`config.mk`:
```
export PLATFORM = sky130hd
export DESIGN_NAME = gpio_port
export DESIGN_NICKNAME = d
export VERILOG_FILES = /design/src/logic/port_pkg.sv /design/src/logic/pin_sync.sv /design/src/logic/pin_mux.sv /design/src/logic/gpio_port.sv
export SDC_FILE = /design/constraint.sdc
export NUM_CORES = 1
export LEC_CHECK = 0
export BUFFER_PORTS_ARGS = -buffer_cell sky130_fd_sc_hd__buf_2
export CORE_ASPECT_RATIO = 0.9
export CORE_MARGIN = 4
export CORE_UTILIZATION = 40
export CTS_CLUSTER_DIAMETER = 30
export DETAILED_ROUTE_END_ITERATION = 8
export HOLD_SLACK_MARGIN = 0.03
export MAX_ROUTING_LAYER = met4
export PLACE_DENSITY = 0.64
export SLEW_MARGIN = 25
export SYNTH_ARGS = -nofsm -noshare
export SYNTH_HDL_FRONTEND = slang
export SYNTH_SLANG_ARGS = --single-unit
export TNS_END_PERCENT = 5
```
`constraint.sdc`:
```
create_clock -name clk_in -period 1.7 [get_ports clk_in]
set_input_delay 0.085 -clock clk_in [delete_from_list [all_inputs] [get_ports clk_in]]
set_output_delay 0.085 -clock clk_in [all_outputs]
set_load 0.01 [all_outputs]
```
`src/logic/port_pkg.sv`:
```
// Package: register map, reset values and widths for the 8-bit port
package port_pkg;
  // ----------------------------------------
  // Widths
  // ----------------------------------------
  localparam int unsigned PORT_WIDTH = 8;
  localparam int unsigned ADDR_WIDTH = 4;
  localparam int unsigned EXT_ADDR_PINS = 4;
  // ----------------------------------------
  // Register offsets
  // ----------------------------------------
  localparam logic [3:0] OFF_PORT_DIRECTION = 4'h0;
  localparam logic [3:0] OFF_PORT_PIN_VALUE = 4'h1;
  localparam logic [3:0] OFF_PORT_OUTPUT_LATCH = 4'h2;
  localparam logic [3:0] OFF_MEMORY_INTERFACE_CONTROL = 4'h3;
  // ----------------------------------------
  // Field positions
  // ----------------------------------------
  localparam int unsigned EXT_BUS_DISABLE_BIT = 7;
  // ----------------------------------------
  // Reset values
  // ----------------------------------------
  localparam logic [7:0] RST_PORT_DIRECTION = 8'hFF;
  localparam logic [7:0] RST_PORT_OUTPUT_LATCH = 8'h00;
  localparam logic [7:0] RST_MEMORY_INTERFACE_CONTROL = 8'h80;
  localparam logic [7:0] RD_UNMAPPED = 8'h00;
endpackage

```
`src/logic/pin_sync.sv`:
```
// Two-flop synchroniser for the port pin levels
module pin_sync
  import port_pkg::*;
(
  input wire logic clk_in,
  input wire logic nrst_in,
  input wire logic [PORT_WIDTH-1:0] async_in,
  output logic [PORT_WIDTH-1:0] sync_out
);
  logic [PORT_WIDTH-1:0] meta_ff;
  logic [PORT_WIDTH-1:0] sync_ff;

  // ----------------------------------------
  // Synchroniser stages
  // ----------------------------------------
  always_ff @(posedge clk_in or negedge nrst_in) begin
    if (!nrst_in) begin
      meta_ff <= 8'h00;
      sync_ff <= 8'h00;
    end else begin
      meta_ff <= async_in;
      sync_ff <= meta_ff;
    end
  end

  assign sync_out = sync_ff;
endmodule

```
`src/logic/pin_mux.sv`:
```
// Per-pin output mux: latch data or external address, with direction override
module pin_mux
  import port_pkg::*;
(
  input wire logic [PORT_WIDTH-1:0] dir_in,
  input wire logic [PORT_WIDTH-1:0] latch_in,
  input wire logic [EXT_ADDR_PINS-1:0] ext_addr_in,
  input wire logic ext_en_in,
  output logic [PORT_WIDTH-1:0] drive_out,
  output logic [PORT_WIDTH-1:0] oe_out
);
  // ----------------------------------------
  // One slice per pin
  // ----------------------------------------
  for (genvar i = 0; i < PORT_WIDTH; i++) begin : g_pin
    if (i < EXT_ADDR_PINS) begin : g_addr
      // Address wins over latch and direction
      assign drive_out[i] = ext_en_in ? ext_addr_in[i] : latch_in[i];
      assign oe_out[i] = ext_en_in | ~dir_in[i];
    end else begin : g_plain
      // No alternate function here
      assign drive_out[i] = latch_in[i];
      assign oe_out[i] = ~dir_in[i];
    end
  end
endmodule

```
`src/logic/gpio_port.sv`:
```
// Top: 8-bit bidirectional port with external address override on pins 0..3
//
// Chosen here: the address map and strobed register access.

// How it works
// - The port has eight pins, each pin controlled by one bit in each of the direction, pin value and output latch registers.
// - A direction bit of 1 turns that pin's driver off so the pin is an input.
// - A direction bit of 0 drives the pin with its output latch bit.
// - The output latch register is addressable and reads back latch contents, not pins.
// - Each pin's direction is set independently of the others.
// - After reset every direction bit is set so all pins are inputs.
// - With the memory interface enabled, pins 0 to 3 carry address bits 16 to 19.
// - While the address is on pins 0 to 3, their direction bits are ignored.
// - The address outputs take precedence over any other function of those pins.
// - Clearing the bus disable bit in the memory control register enables the interface.
module gpio_port
  import port_pkg::*;
(
  input wire logic clk_in,
  input wire logic nrst_in,
  input wire logic [ADDR_WIDTH-1:0] addr_in,
  input wire logic [PORT_WIDTH-1:0] wdata_in,
  input wire logic wr_in,
  input wire logic rd_in,
  output logic [PORT_WIDTH-1:0] rdata_out,
  input wire logic [EXT_ADDR_PINS-1:0] ext_addr_in,
  input wire logic [PORT_WIDTH-1:0] pin_in,
  output logic [PORT_WIDTH-1:0] pin_out,
  output logic [PORT_WIDTH-1:0] pin_oe_out,
  output logic ext_bus_enabled_out
);
  // ----------------------------------------
  // State
  // ----------------------------------------
  logic [PORT_WIDTH-1:0] port_direction_ff;
  logic [PORT_WIDTH-1:0] nxt_port_direction;
  logic [PORT_WIDTH-1:0] port_output_latch_ff;
  logic [PORT_WIDTH-1:0] nxt_port_output_latch;
  logic [PORT_WIDTH-1:0] memory_interface_control_ff;
  logic [PORT_WIDTH-1:0] nxt_memory_interface_control;
  logic [PORT_WIDTH-1:0] rdata_ff;
  logic [PORT_WIDTH-1:0] nxt_rdata;
  logic [PORT_WIDTH-1:0] pin_out_ff;
  logic [PORT_WIDTH-1:0] pin_oe_ff;
  logic ext_en_ff;
  logic [PORT_WIDTH-1:0] pin_sampled;
  logic [PORT_WIDTH-1:0] mux_drive;
  logic [PORT_WIDTH-1:0] mux_oe;
  logic ext_en;

  // ----------------------------------------
  // Pin sampling
  // ----------------------------------------
  pin_sync u_sync (
    .clk_in(clk_in),
    .nrst_in(nrst_in),
    .async_in(pin_in),
    .sync_out(pin_sampled)
  );

  // Interface is on while the disable bit is clear
  assign ext_en = ~memory_interface_control_ff[EXT_BUS_DISABLE_BIT];

  // ----------------------------------------
  // Register writes and reads
  // ----------------------------------------
  always_comb begin
    nxt_port_direction = port_direction_ff;
    nxt_port_output_latch = port_output_latch_ff;
    nxt_memory_interface_control = memory_interface_control_ff;
    nxt_rdata = rdata_ff;
    if (wr_in) begin
      case (addr_in)
        // Whole byte written, each bit its own pin
        OFF_PORT_DIRECTION: nxt_port_direction = wdata_in;
        // Pin-value writes land in the latch
        OFF_PORT_PIN_VALUE: nxt_port_output_latch = wdata_in;
        OFF_PORT_OUTPUT_LATCH: nxt_port_output_latch = wdata_in;
        OFF_MEMORY_INTERFACE_CONTROL: nxt_memory_interface_control = wdata_in;
        default: nxt_port_direction = port_direction_ff;
      endcase
    end
    if (rd_in) begin
      case (addr_in)
        OFF_PORT_DIRECTION: nxt_rdata = port_direction_ff;
        // Pin levels are two cycles old through the synchroniser
        OFF_PORT_PIN_VALUE: nxt_rdata = pin_sampled;
        // Latch, not pins, so read-modify-write is safe
        OFF_PORT_OUTPUT_LATCH: nxt_rdata = port_output_latch_ff;
        OFF_MEMORY_INTERFACE_CONTROL: nxt_rdata = memory_interface_control_ff;
        default: nxt_rdata = RD_UNMAPPED;
      endcase
    end else begin
      nxt_rdata = RD_UNMAPPED;
    end
  end

  always_ff @(posedge clk_in or negedge nrst_in) begin
    if (!nrst_in) begin
      port_direction_ff <= RST_PORT_DIRECTION;
      port_output_latch_ff <= RST_PORT_OUTPUT_LATCH;
      memory_interface_control_ff <= RST_MEMORY_INTERFACE_CONTROL;
      rdata_ff <= RD_UNMAPPED;
    end else begin
      port_direction_ff <= nxt_port_direction;
      port_output_latch_ff <= nxt_port_output_latch;
      memory_interface_control_ff <= nxt_memory_interface_control;
      rdata_ff <= nxt_rdata;
    end
  end

  // ----------------------------------------
  // Pin drive
  // ----------------------------------------
  pin_mux u_mux (
    .dir_in(port_direction_ff),
    .latch_in(port_output_latch_ff),
    .ext_addr_in(ext_addr_in),
    .ext_en_in(ext_en),
    .drive_out(mux_drive),
    .oe_out(mux_oe)
  );

  // Registered outputs add one cycle of latency on the pins
  always_ff @(posedge clk_in or negedge nrst_in) begin
    if (!nrst_in) begin
      pin_out_ff <= 8'h00;
      pin_oe_ff <= 8'h00;
      ext_en_ff <= 1'b0;
    end else begin
      pin_out_ff <= mux_drive;
      pin_oe_ff <= mux_oe;
      ext_en_ff <= ext_en;
    end
  end

  assign rdata_out = rdata_ff;
  assign pin_out = pin_out_ff;
  assign pin_oe_out = pin_oe_ff;
  assign ext_bus_enabled_out = ext_en_ff;
endmodule

```
* Word level (Yosys, flattened, before mapping)
Cells that the tools add are included.
Storage, ports and cells: register bits after elaboration 65, word-level logic and storage cells 36, output and inout bits 25
Operators by class: equality and inequality tests 3, reductions and logical operators 5, mux-type cells 6, bitwise logic cells 13
Operators with widths (number):
- case mux 8 bit (4 select lines) | 1
- NOT 1 bit | 9
- == test 4 x 2 -> 1 bit, second input constant | 2
- 2-to-1 mux 8 bit | 1
- AND reduction 2 bit | 3
- == test 4 x 1 -> 1 bit, second input constant | 1
- logical NOT 4 bit | 1
- 2-to-1 mux 1 bit | 4
- bitwise OR 1 bit | 4
- OR reduction 2 bit | 1

* Longest topological paths before layout
Gate-level depths: netlist of run 1.
word-level depth 3, mapped depth 5, mapped depth without buffers 3

* Cells and area by module
Synthesis of run 1 repeated with hierarchy kept, for this count alone.
Unflattened totals: cell total of the unflattened synthesis 153, area, all modules 2412.3 µm²
Modules (own cells, without submodules):
- gpio_port | seq. area each 1237.4 µm², cells each 120, instances 1, area each 1870.5 µm²
- pin_sync | seq. area each 400.4 µm², cells each 16, instances 1, area each 400.4 µm²
- pin_mux | seq. area each 0.0 µm², cells each 17, instances 1, area each 141.4 µm²

* Worst setup path after synthesis of run 1
OpenSTA, ideal clock, no wires.
path kind flip-flop to flip-flop, start point register memory_interface_control_ff[7], end point register pin_out_ff[0] (netlist: pin_out[0]), path buffers 1, arrival time 1143 ps, cell stages (with the launch flop) 3, setup slack 432 ps, data required time 1575 ps, clock period less this slack 1268 ps, cells stage by stage dfstp_2 > clkbuf_1 > mux2_2
Between the ends: longest elaborated chain between the ends 1
RTL lines:
- from (decl) | RTL line gpio_port.sv:39 | logic [PORT_WIDTH-1:0] memory_interface_control_ff;
- from (signal assigned) | RTL line gpio_port.sv:107 | memory_interface_control_ff <= nxt_memory_interface_control;
- 2-to-1 mux 1 bit | RTL line pin_mux.sv:18 | assign drive_out[i] = ext_en_in ? ext_addr_in[i] : latch_in[i];
- named net mux_drive[0] | RTL line gpio_port.sv:47 | logic [PORT_WIDTH-1:0] mux_drive;
- to (signal assigned) | RTL line gpio_port.sv:131 | pin_out_ff <= mux_drive;
- to (decl) | RTL line gpio_port.sv:43 | logic [PORT_WIDTH-1:0] pin_out_ff;
The timed path passes the listed nets, and every way through them passes these cells. A chain may end at the register's enable or synchronous reset.

* Final worst setup path of run 1
Same ends and word-level chain as after synthesis.

==> impl_metrics.py, run 1 <==
metrics = {
    "global_route": {
        "antenna_found_initial": 0,
        "first_global_vias": 1510,
        "grt_util_all_layers_pct": 14.40,
        "grt_max_degree": 66,
        "gr-total-overflow": 0,
        "grt_first_pass_wirelength_um": 7307,
    },
    "place": {
        "gp_congestion": 0.7608,
        "dpl_cell_area_sq_um": 2698,
        "post-dp-hpwl_um": 2911,
        "numPortBuffers": 52,
    },
    "setup_path": {
        "cp-start-kind": "flop",
        "end_kind": "flop",
        "cp.arrival_ps": 1370,
        "slowest_delay_ps": 680,
        "cp_slowest_cell": "dfstp_2",
        "cp_cell_sequence": "mux2_2",
        "path_class": "reg2reg",
        "path_buf_inv": 0,
        "required_ps": 1920,
        "critPathMaxFanout": 11,
        "path_delay_family": "flip-flops",
    },
    "cells_and_area": {
        "diodes": 0,
        "final_area_sq_um": 3114,
        "area_growth_pct": 32.53,
        "nets": 258,
        "drive_gt1_share_pct": 46.81,
    },
    "sta": {
        "relSlewSlack_pct": 72.57,
        "maxSlewViolCount": 0,
        "rsz0062_at_grt": "no",
        "setup_tns_ps": 0,
        "setup_viol": 0,
        "hold_slack_ps": 86.06,
        "fmax_ghz": 0.8634,
        "clock_skew_ps": 4.459,
        "period_needed_ps": 1158,
        "tightest_slew_ps": 411.5,
        "hold_violations": 0,
        "finalCritPeriodShare_pct": 68.13,
    },
    "die": {
        "ios": 53,
        "fp.dieW_um": 88.79,
        "die_h_um": 80.71,
        "fp.dieArea_sq_um": 7166,
        "initial_core_util_pct": 41.27,
        "core_sq_um": 5693,
        "row_count": 26,
    },
    "logic_synthesis": {
        "synthesis.nets": 177,
        "syn_inst": 149,
        "yosysSeqAreaShare_pct": 69.70,
        "synth.avg_cell_area_sq_um": 15.77,
        "ys_seq_elements": 65,
        "ys_warn_count": 0,
        "synthDistinctLibCells": 18,
        "syn_area_sq_um": 2350,
    },
    "route": {
        "routed_via_density": 4.682,
        "routed_wl_um": 4397,
        "postRouteAntennaNets": 0,
        "via_count": 1428,
        "drcViolationCount": 0,
        "drtIter0Drc": 40,
        "first_pass_iters": 4,
        "routedWlPerCell_um": 14.42,
    },
    "clock_tree": {
        "clk_path_buf_depth": 2,
        "ctsResizeCount": 0,
        "cts_tree": "done",
        "path_clk_slew_ps": 70,
        "clock-sinks": 65,
        "cts_max_level": 3,
        "cts_buffers": 9,
        "clk_latency_ps": 330,
        "cts_root_buffer": "clkbuf_8",
    },
    "status": {
        "status": "completed",
    },
    "run": {
        "maxCapViolations": 0,
    },
    "power": {
        "power.density_nw_per_um2": 1229,
        "ir_drop_uv": 856.4,
        "p_leak_nw": 1.504,
    },
    "worst_hold_path": {
        "hold_path.class": "in2reg",
    },
}
## layout by cell type, fill, tap and decap left out, drive strengths merged
cell	Yosys	routed
and3	8	8
and4	1	1
buf	6	56
bufinv	0	1
clkbuf	1	12
clkinv	0	2
clkinvlp	0	1
dfrtp	56	56
dfstp	9	9
dlygate4sd3	0	21
inv	5	5
mux2	28	28
mux2i	16	16
nand2	4	4
nand3	2	2
nor2	2	2
o22ai	8	8
or3	1	1
or3b	1	1
xor2	1	1
## through the flow
stage,util (%),instances,setup slack [ps],power (mW)
floorplan,-,149,432.1,2.280
global placement,47.38,268,426.1,2.507
detailed placement,47.38,268,384.6,2.521
CTS,54.70,305,527.5,3.884
global route,54.70,305,454.5,4.038
finish,54.70,305,541.8,3.826
## layout make-up
cell class / count / area, sq um
timing repair buffer: 77 / 513.0
multi-input combinational: 72 / 650.6
clock inverter: 4 / 51.30
tap: 70 / 87.58
fill: 497 / 2579
sequential: 65 / 1638
inverter: 5 / 18.77
clock buffer: 12 / 155.1
## registers in the layout, indices dropped and copies added (netlist names)
signal,cells
memory_interface_control_ff,8
port_direction_ff,8
u_sync.sync_out,8
u_sync.meta_ff,8
rdata_out,8
port_output_latch_ff,8
pin_oe_out,8
pin_out,8
ext_bus_enabled_out,1
## report_power, final
part / total [mW] / internal [mW] / switching, mW
registers: 1.97 / 1.84 / 0.136
logic: 0.545 / 0.310 / 0.235
clock network: 1.31 / 0.757 / 0.552
## per-layer routing
metal | GRT usage, % | wire (um) | share of wire, % | vias to the layer above
met3 | 5.949 | 301 | 6.8 | 5
li1 | - | - | - | 679
met2 | 21.44 | 2095 | 48 | 45
met1 | 17.87 | 1972 | 45 | 699
met5 | - | 0 | 0 | -
met4 | 4.532 | 28 | 0.64 | 0
## cells by family (layout without fill, tap and decap cells)
family / count (synthesis) / count (layout) / synth area share [%]
multiplexers: 44 / 44 / 20.23
XOR/XNOR: 1 / 1 / 0.3728
flip-flops: 65 / 65 / 69.70
AND/OR/NAND/NOR: 19 / 19 / 4.952
AO/OA/AOI/OAI: 8 / 8 / 2.130
buffers and inverters: 12 / 98 / 2.609
## Yosys cell counts
cell type | count | area share [%]
and3_1 | 8 | 2.1
nand2_1 | 4 | 0.64
or3b_1 | 1 | 0.37
buf_4 | 1 | 0.32
nor2_1 | 2 | 0.32
buf_2 | 4 | 0.85
mux2_2 | 28 | 13
o22ai_1 | 8 | 2.1
nand3_2 | 2 | 0.85
or3_1 | 1 | 0.27
and4_1 | 1 | 0.37
mux2i_1 | 16 | 6.8
clkbuf_1 | 1 | 0.16
inv_1 | 5 | 0.80
dfstp_2 | 9 | 10
dfrtp_1 | 56 | 60
buf_6 | 1 | 0.48
xor2_1 | 1 | 0.37
## final timing paths
check	start	endpoint	slack (ps)	cells after the start
max	memory_interface_control_ff[7]	pin_out[0]	540	1
min	rd_in	rdata_out[5]	90	2
max reg2reg	memory_interface_control_ff[7]	pin_out[0]	540	1
min reg2reg	u_sync.meta_ff[5]	u_sync.sync_out[5]	350	0
max in group asynchronous	nrst_in	memory_interface_control_ff[7]	1090	3
min in group asynchronous	nrst_in	pin_oe_out[4]	310	3
## repair_timing
item | CTS | global route
hold buffers | 21 | 0
endpoints found under the hold margin | 90 | 0
endpoints found under the setup margin | 0 | 0
setup buffers | 0 | 0
Power figures use the tool's default switching activity.
==> inputs of run 2 (changes only) <==
- PLACE_DENSITY: 0.64 -> 0.66
- clock period: 1.7 -> 1 ns (I/O delays scaled with it)
==> impl_metrics.py, run 2 (synthesis gave the netlist of run 1 again) <==
metrics = {
    "setup_path": {
        "critPathMaxFanout": 8,
        "cp-start-kind": "flop",
        "cp.arrival_ps": 1310,
        "path_class": "reg2reg",
        "end_kind": "flop",
        "required_ps": 1220,
    },
    "place": {
        "gp_congestion": 0.7746,
        "dp.cells": 277,
        "numPortBuffers": 52,
        "post-dp-hpwl_um": 3292,
    },
    "sta": {
        "tightest_slew_ps": 351.5,
        "rsz0062_at_grt": "yes",
        "fmax_ghz": 0.9199,
        "setup_tns_ps": -386.3,
        "period_needed_ps": 1087,
        "hold_violations": 0,
        "relSlewSlack_pct": 76.57,
        "setup_viol": 6,
        "setup_slack_ps": -87.10,
        "hold_slack_ps": 155.9,
        "clock_skew_ps": 5.659,
        "maxSlewViolCount": 0,
        "finalCritPeriodShare_pct": 108.7,
    },
    "clock_tree": {
        "cts_root_buffer": "clkbuf_8",
        "clk_path_buf_depth": 2,
        "path_clk_slew_ps": 60,
        "clk_latency_ps": 340,
        "cts_buffers": 9,
        "cts_tree": "done",
        "clock-sinks": 65,
        "ctsResizeCount": 0,
        "cts_max_level": 3,
    },
    "cells_and_area": {
        "finalCoreUtilization_pct": 56.55,
        "drive_gt1_share_pct": 48.37,
        "nFillCells": 465,
        "area_growth_pct": 37.01,
        "layout_commonest_cell": "dfrtp_1",
        "diodes": 0,
        "final_cells": 316,
        "nets": 269,
        "layout_common_cells": "56 x dfrtp_1, 52 x buf_2, 24 x mux2_2",
    },
    "route": {
        "first_pass_iters": 4,
        "postRouteAntennaNets": 0,
        "drtIter0Drc": 72,
        "routed_via_density": 4.728,
        "routedWlPerCell_um": 14.97,
        "via_count": 1494,
        "routed_wl_um": 4732,
        "drcViolationCount": 0,
    },
    "global_route": {
        "grt_util_all_layers_pct": 15.98,
        "grt_max_degree": 22,
        "antenna_found_initial": 0,
        "first_global_vias": 1662,
        "gr-total-overflow": 0,
        "grt_first_pass_wirelength_um": 8142,
    },
    "status": {
        "violations": "setup timing",
        "status": "complete, but fails checks",
    },
    "power": {
        "p_sw_share_pct": 24.91,
        "ir_drop_uv": 1153,
        "power.density_nw_per_um2": 1976,
        "p_clk_share_pct": 30.5,
        "p_comb_share_pct": 17.2,
        "seq_power_share_pct": 52.3,
        "p_leak_nw": 1.577,
        "switching_power_mw": 1.585,
        "power_mw": 6.363,
        "internal-power_mw": 4.778,
    },
    "die": {
        "row_count": 26,
        "core_sq_um": 5693,
        "fp.dieW_um": 88.79,
        "die_h_um": 80.71,
        "ios": 53,
        "fp.dieArea_sq_um": 7166,
        "initial_core_util_pct": 41.27,
    },
    "worst_hold_path": {
        "hold_path.class": "in2async",
    },
    "run": {
        "maxCapViolations": 0,
    },
}
[run 2: cell types whose count changed in the layout (fill, tap and decap cells not counted), moves of 2 or more]
cell,change
buf_12,+3
mux2_4,+4
mux2_2,-4
buf_4,+7
clkinv_2,+2
[run 2: critical path, stage by stage, from the launching register on]
cell and delay [ps]:
dfstp_2 550, buf_12 130, mux2_4 290
[run 2: cell type report]
cell class                      instances  area (sq um)  area share (%)
Inverter                                5         18.77          0.5830
Timing Repair Buffer                   88         635.6           19.74
Multi-Input combinational cell         72         665.6           20.68
Sequential cell                        65          1638           50.87
Tap cell                               70         87.58           2.721
Clock buffer                           13         158.9           4.936
Clock inverter                          3         15.01          0.4664
[run 2: what timing repair did]
item,in CTS,in global routing
hold endpoints to repair,95,0
hold buffers,22,0
setup buffers,1,0
endpoints found under the setup margin,6,12
[run 2: power by group through the flow]
stage | sequential (mW) | combinational [mW] | clock [mW]
CTS | 3.34 | 1.12 | 2.02
finish | 3.33 | 1.10 | 1.94
global route | 3.39 | 1.22 | 2.15
global placement | 3.37 | 1.01 | 0
floorplan | 3.41 | 0.516 | 0
detailed placement | 3.38 | 1.04 | 0
[run 2: metrics by stage]
step | cell area, sq um | worst slack [ps]
final | 3219 | -87.10
after global routing | 3219 | -105.5
after CTS | 3219 | -88.50
after detailed placement | 2818 | -230.8
after global placement | 2818 | -194.7
after floorplan | 2375 | -76.51
[run 2: worst paths after layout]
kind                                                     start                   end  slack (ps)  depth (start not counted)
max in group asynchronous                              nrst_in  port_direction_ff[3]         340                          3
worst max-delay path            memory_interface_control_ff[7]            pin_out[3]         -90                          2
min in group clk_in                                 addr_in[2]          rdata_out[3]         210                          4
worst min register to register               u_sync.meta_ff[0]    u_sync.sync_out[0]         340                          0
worst max register to register  memory_interface_control_ff[7]            pin_out[3]         -90                          2
worst min-delay path                                   nrst_in          rdata_out[6]         160                          2
[run 2: per-layer routing]
metal  share of wire [%]  track usage [%]
met1                  44            19.14
met2                  49            24.48
met3                 5.9            6.462
met4                0.74            5.438
met5                   0                -
